`src/rtl/dmc_pkg.sv`:
```
/*
 Constants for the DRAM mode-command and status register bank:
 word indices, field positions, payload masks, command codes.
 Assumes a 32-bit APB slave with one aligned word per register.
*/
package dmc_pkg;
   // Printed offsets are word indices; byte address is four times that
   localparam logic [7:0] DMC_IDX_CTRL     = 8'h37;
   localparam logic [7:0] DMC_IDX_PAYLOAD  = 8'h38;
   localparam logic [7:0] DMC_IDX_CID      = 8'h39;
   localparam logic [7:0] DMC_IDX_CAL      = 8'h3b;
   localparam logic [7:0] DMC_IDX_WIDTH    = 8'h44;
   localparam logic [7:0] DMC_IDX_VERSION  = 8'h45;
   localparam logic [7:0] DMC_IDX_ACK      = 8'h4f;
   localparam logic [7:0] DMC_IDX_PROGRESS = 8'h31;
   localparam logic [7:0] DMC_IDX_ISSUE    = 8'h60;
   localparam logic [7:0] DMC_IDX_PROTO    = 8'h61;

   localparam int DMC_KIND_LO  = 0;
   localparam int DMC_KIND_HI  = 2;
   localparam int DMC_CS_LO    = 3;
   localparam int DMC_CS_HI    = 6;
   localparam int DMC_CS_W     = 4;
   localparam int DMC_CID_LO   = 1;
   localparam int DMC_CID_HI   = 3;
   localparam int DMC_CAL_OK   = 0;
   localparam int DMC_CAL_FAIL = 1;
   localparam int DMC_INFO_W   = 16;

   localparam logic [2:0] DMC_KIND_MRS = 3'h0;

   // Payload masks per protocol: reserved bits are forced to zero
   localparam logic [31:0] DMC_MASK_LPDDR3 = 32'h000ffff0;
   localparam logic [31:0] DMC_MASK_DDR4   = 32'h07efffff;
   localparam logic [31:0] DMC_MASK_DDR3   = 32'h001fffff;

   // Cycles the command is held busy on the memory side
   localparam int          DMC_CMD_TIME_NS  = 200;
   localparam int          DMC_CLK_NS       = 40;
   localparam logic [3:0]  DMC_CMD_CYCLES   =
      4'((DMC_CMD_TIME_NS + DMC_CLK_NS - 1) / DMC_CLK_NS);

   typedef enum logic [1:0] {
      DMC_PROTO_DDR3   = 2'b00,
      DMC_PROTO_DDR4   = 2'b01,
      DMC_PROTO_LPDDR3 = 2'b10
   } dmc_proto_t;

   typedef enum logic [1:0] {
      DMC_IDLE  = 2'b00,
      DMC_DRIVE = 2'b01,
      DMC_WAIT  = 2'b10
   } dmc_state_t;
endpackage

```
`src/rtl/dmc_regs.sv`:
```
/*
 APB register bank that builds and issues DRAM mode-register commands
 and reports calibration and 3DS refresh status.
 Assumes the memory sequencer takes mr_valid/mr_* as a one-cycle
 request and that status inputs are synchronous to pclk.
*/
// What this block does
// - Command kind in bits 2:0; only 000 (mode register set) is valid.
// - Chip-select field bits 6:3 picks target chip selects, one bit each.
// - Mode register set goes to every chip select whose bit is set.
// - LPDDR3 payload: falling CA 9:0 at 19:10, rising CA 9:4 at 9:4.
// - LPDDR3 write: operand at 19:12, register address at 11:4.
// - DDR4 payload: C at 26:24, ACT 23, BG 22:21, BA 19:18, A 17:0.
// - DDR3 payload: BA 20:18, A14 at 17, pins 16:14, A 13:0.
// - Read-only bits 3:1 show the current DDR4 3DS refresh chip ID.
// - Calibration-success status bit 0 reads one after passing.
// - Calibration-fail status bit 1 reads one after failing.
// - Refresh acknowledge vector: one byte per physical rank, 0 to 3.
// - In-progress flag stays high while a mode command executes.
`timescale 1ns/1ps
module dmc_regs (
   // Clock and reset
   input  wire logic                           pclk,
   input  wire logic                           presetn,
   // APB slave
   input  wire logic                           psel,
   input  wire logic                           penable,
   input  wire logic                           pwrite,
   input  wire logic [11:0]                    paddr,
   input  wire logic [31:0]                    pwdata,
   input  wire logic [3:0]                     pstrb,
   output logic      [31:0]                    prdata,
   output logic                                pready,
   output logic                                pslverr,
   // Status from PHY and controller
   input  wire logic                           cal_success,
   input  wire logic                           cal_fail,
   input  wire logic [2:0]                     stacked_refresh_cid_in,
   input  wire logic [31:0]                    stacked_refresh_ack_in,
   input  wire logic [dmc_pkg::DMC_INFO_W-1:0] interface_width_in,
   input  wire logic [dmc_pkg::DMC_INFO_W-1:0] toolchain_version_in,
   // Command to memory sequencer
   output logic                                mr_valid,
   output logic      [dmc_pkg::DMC_CS_W-1:0]   mr_chip_selects,
   output logic      [31:0]                    mr_payload,
   input  wire logic                           mr_done
);
   import dmc_pkg::*;

   // Only kind and chip-select bits exist in the control word
   logic [DMC_CS_HI:0]  ctrl_reg;
   logic [31:0]         payload_reg;
   dmc_proto_t          proto_reg;
   dmc_state_t          state_reg;
   logic [3:0]          hold_reg;
   logic                cal_ok_reg;
   logic                cal_fail_reg;
   logic [2:0]          cid_reg;
   logic [31:0]         ack_reg;
   logic                rejected_reg;

   logic                wr_en;
   logic                rd_en;
   logic [9:0]          word_idx;
   logic                issue_req;
   logic                cmd_accept;
   logic [31:0]         wr_mask;
   logic [31:0]         prdata_next;
   logic                hit;

   // Expand byte strobes into a bit mask
   function automatic logic [31:0] strb_mask(input logic [3:0] s);
      logic [31:0] m;
      m = 32'h0;
      for (int i = 0; i < 4; i++) begin
         m[i*8 +: 8] = {8{s[i]}};
      end
      return m;
   endfunction

   // Clear reserved payload bits for the selected protocol
   function automatic logic [31:0] pay_mask(input dmc_proto_t p);
      logic [31:0] m;
      m = DMC_MASK_DDR3;
      if (p == DMC_PROTO_DDR4) begin
         m = DMC_MASK_DDR4;
      end else if (p == DMC_PROTO_LPDDR3) begin
         m = DMC_MASK_LPDDR3;
      end
      return m;
   endfunction

   // Only the set kind with at least one target may reach the pins
   function automatic logic cmd_legal(input logic [DMC_CS_HI:0] c);
      logic ok;
      ok = (c[DMC_KIND_HI:DMC_KIND_LO] == DMC_KIND_MRS)
           && (c[DMC_CS_HI:DMC_CS_LO] != 4'h0);
      return ok;
   endfunction

   // Zero wait states: every access phase completes at once
   assign pready   = 1'b1;
   assign word_idx = paddr[11:2];
   assign wr_en    = psel && penable && pwrite;
   assign rd_en    = psel && !penable && !pwrite;
   assign issue_req = wr_en && (word_idx == 10'(DMC_IDX_ISSUE))
                      && pstrb[0] && pwdata[0];
   assign wr_mask  = strb_mask(pstrb);
   // Busy or malformed issues never start a command
   assign cmd_accept = issue_req && (state_reg == DMC_IDLE)
                       && cmd_legal(ctrl_reg);

   // Control word: kind and chip selects are the only stored bits
   always_ff @(posedge pclk or negedge presetn) begin
      if (!presetn) begin
         ctrl_reg <= '0;
      end else if (wr_en && word_idx == 10'(DMC_IDX_CTRL)) begin
         ctrl_reg <= (ctrl_reg & ~wr_mask[DMC_CS_HI:DMC_KIND_LO])
                     | (pwdata[DMC_CS_HI:DMC_KIND_LO]
                        & wr_mask[DMC_CS_HI:DMC_KIND_LO]);
      end
   end

   always_ff @(posedge pclk or negedge presetn) begin
      if (!presetn) begin
         payload_reg <= 32'h0;
      end else if (wr_en && word_idx == 10'(DMC_IDX_PAYLOAD)) begin
         payload_reg <= (payload_reg & ~strb_mask(pstrb))
                        | (pwdata & strb_mask(pstrb));
      end
   end

   // Protocol select decides which payload bits are reserved
   always_ff @(posedge pclk or negedge presetn) begin
      if (!presetn) begin
         proto_reg <= DMC_PROTO_DDR3;
      end else if (wr_en && word_idx == 10'(DMC_IDX_PROTO) && pstrb[0]) begin
         if (pwdata[1:0] != 2'b11) begin
            proto_reg <= dmc_proto_t'(pwdata[1:0]);
         end
      end
   end

   // Command sequencer: drive one cycle, then hold busy until done
   always_ff @(posedge pclk or negedge presetn) begin
      if (!presetn) begin
         state_reg <= DMC_IDLE;
      end else begin
         case (state_reg)
            DMC_IDLE: begin
               if (cmd_accept) begin
                  state_reg <= DMC_DRIVE;
               end
            end
            DMC_DRIVE: begin
               state_reg <= DMC_WAIT;
            end
            DMC_WAIT: begin
               // Done is ignored until the minimum busy time has passed,
               // so a sequencer that is slow to drop done cannot cut it
               if (hold_reg == 4'h0 && mr_done) begin
                  state_reg <= DMC_IDLE;
               end
            end
            default: begin
               state_reg <= DMC_IDLE;
            end
         endcase
      end
   end

   // Minimum busy time counts down only while waiting
   always_ff @(posedge pclk or negedge presetn) begin
      if (!presetn) begin
         hold_reg <= 4'h0;
      end else if (cmd_accept) begin
         hold_reg <= DMC_CMD_CYCLES;
      end else if (state_reg == DMC_WAIT && hold_reg != 4'h0) begin
         hold_reg <= hold_reg - 4'h1;
      end
   end

   // One-cycle request pulse to the memory sequencer
   always_ff @(posedge pclk or negedge presetn) begin
      if (!presetn) begin
         mr_valid <= 1'b0;
      end else begin
         mr_valid <= cmd_accept;
      end
   end

   // Fields stand from the request until the next accepted issue
   always_ff @(posedge pclk or negedge presetn) begin
      if (!presetn) begin
         mr_chip_selects <= 4'h0;
         mr_payload      <= 32'h0;
      end else if (cmd_accept) begin
         mr_chip_selects <= ctrl_reg[DMC_CS_HI:DMC_CS_LO];
         // Reserved bits are cleared so the pins never carry stale junk
         mr_payload      <= payload_reg & pay_mask(proto_reg);
      end
   end

   // Records whether the last issue was refused while busy or malformed
   always_ff @(posedge pclk or negedge presetn) begin
      if (!presetn) begin
         rejected_reg <= 1'b0;
      end else if (issue_req) begin
         rejected_reg <= !cmd_accept;
      end
   end

   // Calibration flags stay set once seen; only reset clears them
   always_ff @(posedge pclk or negedge presetn) begin
      if (!presetn) begin
         cal_ok_reg <= 1'b0;
      end else if (cal_success) begin
         cal_ok_reg <= 1'b1;
      end
   end

   always_ff @(posedge pclk or negedge presetn) begin
      if (!presetn) begin
         cal_fail_reg <= 1'b0;
      end else if (cal_fail) begin
         cal_fail_reg <= 1'b1;
      end
   end

   // Refresh status is a one-cycle copy of the controller's view
   always_ff @(posedge pclk or negedge presetn) begin
      if (!presetn) begin
         cid_reg <= 3'h0;
         ack_reg <= 32'h0;
      end else begin
         cid_reg <= stacked_refresh_cid_in;
         ack_reg <= stacked_refresh_ack_in;
      end
   end

   // Read decode
   always_comb begin
      prdata_next = 32'h0;
      hit         = 1'b1;
      if (word_idx == 10'(DMC_IDX_CTRL)) begin
         prdata_next[DMC_CS_HI:DMC_KIND_LO] = ctrl_reg[DMC_CS_HI:DMC_KIND_LO];
      end else if (word_idx == 10'(DMC_IDX_PAYLOAD)) begin
         prdata_next = payload_reg;
      end else if (word_idx == 10'(DMC_IDX_CID)) begin
         prdata_next[DMC_CID_HI:DMC_CID_LO] = cid_reg;
      end else if (word_idx == 10'(DMC_IDX_CAL)) begin
         prdata_next[DMC_CAL_OK]   = cal_ok_reg;
         prdata_next[DMC_CAL_FAIL] = cal_fail_reg;
      end else if (word_idx == 10'(DMC_IDX_WIDTH)) begin
         prdata_next[DMC_INFO_W-1:0] = interface_width_in;
      end else if (word_idx == 10'(DMC_IDX_VERSION)) begin
         prdata_next[DMC_INFO_W-1:0] = toolchain_version_in;
      end else if (word_idx == 10'(DMC_IDX_ACK)) begin
         prdata_next = ack_reg;
      end else if (word_idx == 10'(DMC_IDX_PROGRESS)) begin
         prdata_next[0] = (state_reg != DMC_IDLE);
         prdata_next[1] = rejected_reg;
      end else if (word_idx == 10'(DMC_IDX_PROTO)) begin
         prdata_next[1:0] = proto_reg;
      end else if (word_idx == 10'(DMC_IDX_ISSUE)) begin
         prdata_next = 32'h0;
      end else begin
         hit = 1'b0;
      end
   end

   // Read data latched in setup so it is a flop during access
   always_ff @(posedge pclk or negedge presetn) begin
      if (!presetn) begin
         prdata <= 32'h0;
      end else if (rd_en) begin
         prdata <= prdata_next;
      end
   end

   // Unmapped addresses answer with an error in the access phase
   always_ff @(posedge pclk or negedge presetn) begin
      if (!presetn) begin
         pslverr <= 1'b0;
      end else if (psel && !penable) begin
         pslverr <= !hit;
      end else if (!psel) begin
         pslverr <= 1'b0;
      end
   end
endmodule

```
`config.mk`:
```
export PLATFORM = sky130hd
export DESIGN_NAME = dmc_regs
export DESIGN_NICKNAME = d
export VERILOG_FILES = /design/src/rtl/dmc_pkg.sv /design/src/rtl/dmc_regs.sv
export SDC_FILE = /design/constraint.sdc
export NUM_CORES = 1
export LEC_CHECK = 0
export ABC_AREA = 1
export BUFFER_PORTS_ARGS = -buffer_cell sky130_fd_sc_hd__buf_4
export CAP_MARGIN = 20
export CORE_ASPECT_RATIO = 2
export CORE_UTILIZATION = 40
export CTS_CLUSTER_DIAMETER = 200
export DETAILED_ROUTE_END_ITERATION = 10
export GPL_TIMING_DRIVEN = 0
export PLACE_DENSITY = 0.67
export SLEW_MARGIN = 10
export SYNTH_ARGS = -nofsm -noshare
export SYNTH_HDL_FRONTEND = slang
export SYNTH_SLANG_ARGS = --single-unit
```
`constraint.sdc`:
```
create_clock -name pclk -period 2.05 [get_ports pclk]
set_clock_uncertainty 0.05 [all_clocks]
set_input_delay 0.205 -clock pclk [delete_from_list [all_inputs] [get_ports pclk]]
set_output_delay 0.205 -clock pclk [all_outputs]
set_load 0.005 [all_outputs]
```
# Word level (Yosys, flattened, before mapping)
# Cells that the tools add are included.
[totals] latch_bits=0 register_bits=155 mem_bits_ro=0 inputBits=123 mem_bits_rw=0 mem_count=0
[classes] mux=52 magnitude_cmp=0 add_sub_neg=1 eq_ne=18 bitwise_logic=9 n_mul=0 shift=0 div_mod_pow=0 n_reduce_logical=29
[ops] operator="$mux W32" n=18
[ops] operator="$and A32 B32 Y32" n=3
[ops] operator="$mux W30" n=3
[ops] operator="$mux W16" n=4
[ops] operator="$eq A10 B6 Y1 const B" n=5
[ops] operator="$eq A10 B7 Y1 const B" n=5
[ops] operator="$not A32 Y32" n=1
[ops] operator="$or A32 B32 Y32" n=1
[ops] operator="$mux W28" n=1
[ops] operator="$mux W27" n=1
[ops] operator="$mux W25" n=1
[ops] operator="$mux W21" n=1
[ops] operator="$logic_and A1 B1 Y1" n=16
[ops] operator="$and A7 B7 Y7" n=2
[ops] operator="$mux W1" n=13
[ops] operator="$mux W2" n=5
[ops] operator="$mux W4" n=2
[ops] operator="$reduce_bool A4 Y1" n=2
[ops] operator="$mux W7" n=1
[ops] operator="$not A7 Y7" n=1
[ops] operator="$or A7 B7 Y7" n=1
[ops] operator="$ne A2 B2 Y1 const B" n=3
[ops] operator="$pmux W2 S3" n=1
[ops] operator="$eq A2 B1 Y1 const B" n=2
[ops] operator="other kinds (10)" n=16

# Logic depth before layout (Yosys ltp)
[logic_depth] ltp_word=25 depth_mapped=16

# Worst setup path before layout
# OpenSTA, ideal clock, no wires.
[synth_path] path_type="in2reg" start="input port paddr[9]" end="register (tool-made name)" arrival_ps=1400 required_ps=1875 n_path_buf=1 setup_ps=125 path_slack_ps=475 cell_stages=10 path_cell_list="nor2_1 -> nand2_2 -> inv_2 -> nand2_2 -> nor2_4 -> inv_2 -> nor3_4 -> nand2_2 -> buf_2 -> mux2_2"
[synth_rtl] element="from (decl)" line_no="dmc_regs.sv:29" text="input wire logic [11:0] paddr,"

==> metrics <==
deepest clock path buffer count 2; dpl ws -402.2 ps; hold path cells 3; initial antenna violation count 0; GRT busiest layer met2; Cells after Synth 730; Clk pwr share 49.4%; crit-path most repeated cell nand2_1; #FFs+latches synth 150; Max H-tree Level 4; number of flops mapped to enable cells by yosys 0; dpl cells 1,121; Root Driver clkbuf_16; DRC 1; Clock Latency Late Sink 410 ps; hpwl dp 14,740 µm; Initial Utilization 40.69%; vias in the first global route 5,928; Worst Path Required 2300 ps; core area 15,700 µm²; Avg Inst Size Synth 8.750 µm²; max cap viols 0; failing checks DRC; Netlist cell types 34; boundary pin count 194; RSZ-0062 raised after global routing false; Finish-stage setup viols 0; row count 65; Critical Path AT 2200 ps; outcome finished, violations left; worst setup margin 92.63 ps; Crit Path Class flop to flop; routed wire length 20,250 µm; Worst Tran Pin Value 662.4 ps; Critical Path Start Type flop; first-pass GRT wire length 31,460 µm; hold violation count in the final report 0; Psw 1.488 mW; register area share after synthesis 58.77%; Post-CTS Setup Bufs 0; Hold Startpoint pwdata[8]; Post-Syn Area 6387 µm²; Final period util 95.48%; maximum VDD drop 0.5617 mV; met2 Usage GRT 48.39%; DR vias 5,871; GRT Total Usage 25.42%; Synth warnings 0; class of the worst hold path input port to flop; Pre-Repair DR Iteration Count 7; Async SR Flop Fraction 100.0%; width of the chip 91.36 µm; CTS buffer count 17; antenna-violating nets left 0; Power Density 734.8 nW/µm²; GRT overflow 0; DR iter-0 viols 248; Tmin final 1957 ps; share of layout cells above drive strength 1 25.94%; endpoint class of the critical path flop; number of port buffers 185; met1 Usage GRT 26.75%; Rel. slew slack 55.43%; largest net degree at the start of global routing 112; Fmax achieved 510.9 MHz; largest stage delay on the critical path 400 ps; Vias/cell 4.832; Setup TNS 0 ps; Combinational Power Share 6.7%; leakage 4.889 nW; total power draw 6.880 mW; Net count, final 1,127; Inserted Diodes 0; die height 180.7 µm; Hold WS 9.308 ps; Register-to-Register Setup Slack 90 ps; crit-path max FO 10; Final Max Slew Viols 0; Worst path slowest cell dfrtp_1; Reg power frac 43.9%; CTS tree done; Sw Ratio 21.62%; CTS Sinks 150; Synth Flop Type dfrtp_1; GPL Wtd Cong 0.8878; Total Die Area 16,510 µm²; Routed WL per cell 16.67 µm; clock slew at reported path FFs 60 ps; worst-path cell chain nor3_1 > o41ai_2 > nor3_4 > inv_2 > clkbuf_4 > nand2_1 > nand2_1; Int Pwr 5.392 mW; RR Endpoint mr_payload[0]; Area growth syn-to-layout 46.58%; met3 Use GR 4.293%; Final Non-Filler Cells 1,215; r2r worst-path depth 7
[cells in the final DEF (no fill, tap or decap), drive strengths merged, types with 4 or more instances in the layout]
cell	n
nand4	6
a21oi	34
a32oi	5
conb	6
inv	80
clkinv	5
clkbuf	32
dlygate4sd3	62
dfrtp	150
buf	206
nand2	248
nor2	44
mux2	7
o21ai	55
nand3	38
bufinv	4
nor3	12
[logic make-up (layout without fill, tap and decap cells)]
family | after synthesis | count (layout) | share of synthesized area [%]
flops | 150 | 150 | 58.77
buf+inv | 109 | 389 | 7.052
compound gates | 102 | 102 | 8.834
fa+ha+maj | 3 | 3 | 0.5877
other cells | 2 | 6 | 0.1176
simple gates | 357 | 357 | 23.41
mux | 7 | 7 | 1.234
[cell type report]
cell class,count,area [µm²]
Buffer,32,165.2
Clock buffer,20,456.7
Clock inverter,12,190.2
Fill cell,1391,6334
Inverter,77,289.0
Multi-Input combinational cell,475,2212
Sequential cell,150,3754
Tap cell,201,251.5
Timing Repair Buffer,248,2044
[worst max-delay path: cells and delay by family (launching register included)]
family | cells | cell delay (ps)
AO/OA/AOI/OAI | 1 | 160
buffers and inverters | 2 | 460
flip-flops | 1 | 400
AND/OR/NAND/NOR | 4 | 760
[per-layer routing]
metal  wire, µm  vias to the layer above  share of wire, %
met1       7295                     2785                36
li1           -                     2851                 -
met2      11410                      191                56
met5          0                        -                 0
met4        692                        0               3.4
met3        856                       44               4.2
[power groups by stage]
stage                     logic [mW]  clock network (mW)  registers [mW]
after global routing           0.505                3.58            3.02
after CTS                      0.466                3.44            3.02
after floorplan               0.0788                   0            3.07
after global placement         0.358                   0            3.07
after detailed placement       0.370                   0            3.08
final                          0.462                3.40            3.02
[worst max-delay path by stage]
stage | end | depth (start not counted) | slack (ps)
after floorplan | flop | 10 | 480
after global placement | mr_payload[26] | 10 | -410
after detailed placement | mr_payload[0] | 10 | -400
after CTS | mr_payload[0] | 6 | 40
after global routing | mr_payload[1] | 7 | 30
final | mr_payload[0] | 7 | 90
[per-stage QoR]
step	instance area (µm²)	util (%)
6_report	9363	59.65
3_5_place_dp	8078	51.46
2_1_floorplan	6402	-
3_3_place_gp	8043	51.24
4_1_cts	9349	59.56
5_1_grt	9363	59.65
[cells in the mapped netlist (3+ instances only)]
| master | instances | area [µm²] |
|---|---|---|
| buf_2 | 12 | 60.06 |
| nand4_1 | 6 | 37.54 |
| dfrtp_1 | 150 | 3754 |
| inv_1 | 74 | 277.8 |
| nor2_1 | 42 | 157.7 |
| nand2_1 | 245 | 919.6 |
| o21ai_1 | 6 | 30.03 |
| o21ai_2 | 4 | 35.03 |
| nand3b_1 | 3 | 22.52 |
| nand2_2 | 3 | 18.77 |
| buf_4 | 7 | 52.55 |
| o21ai_0 | 45 | 225.2 |
| nand3_1 | 37 | 185.2 |
| ha_1 | 3 | 37.54 |
| clkbuf_1 | 11 | 41.29 |
| a22oi_1 | 3 | 22.52 |
| a32oi_1 | 5 | 43.79 |
| o211ai_1 | 3 | 22.52 |
| nor3_1 | 10 | 50.05 |
| mux2_2 | 7 | 78.83 |
| a21oi_1 | 34 | 170.2 |
| inv_2 | 3 | 11.26 |
[repair_timing]
action	4_1_cts	5_1_grt
endpoints found under the setup margin	10	5
hold buffers	61	1
endpoints found under the hold margin	98	1
resized for setup	2	3
No activity file was read; power rests on OpenSTA's default activity.
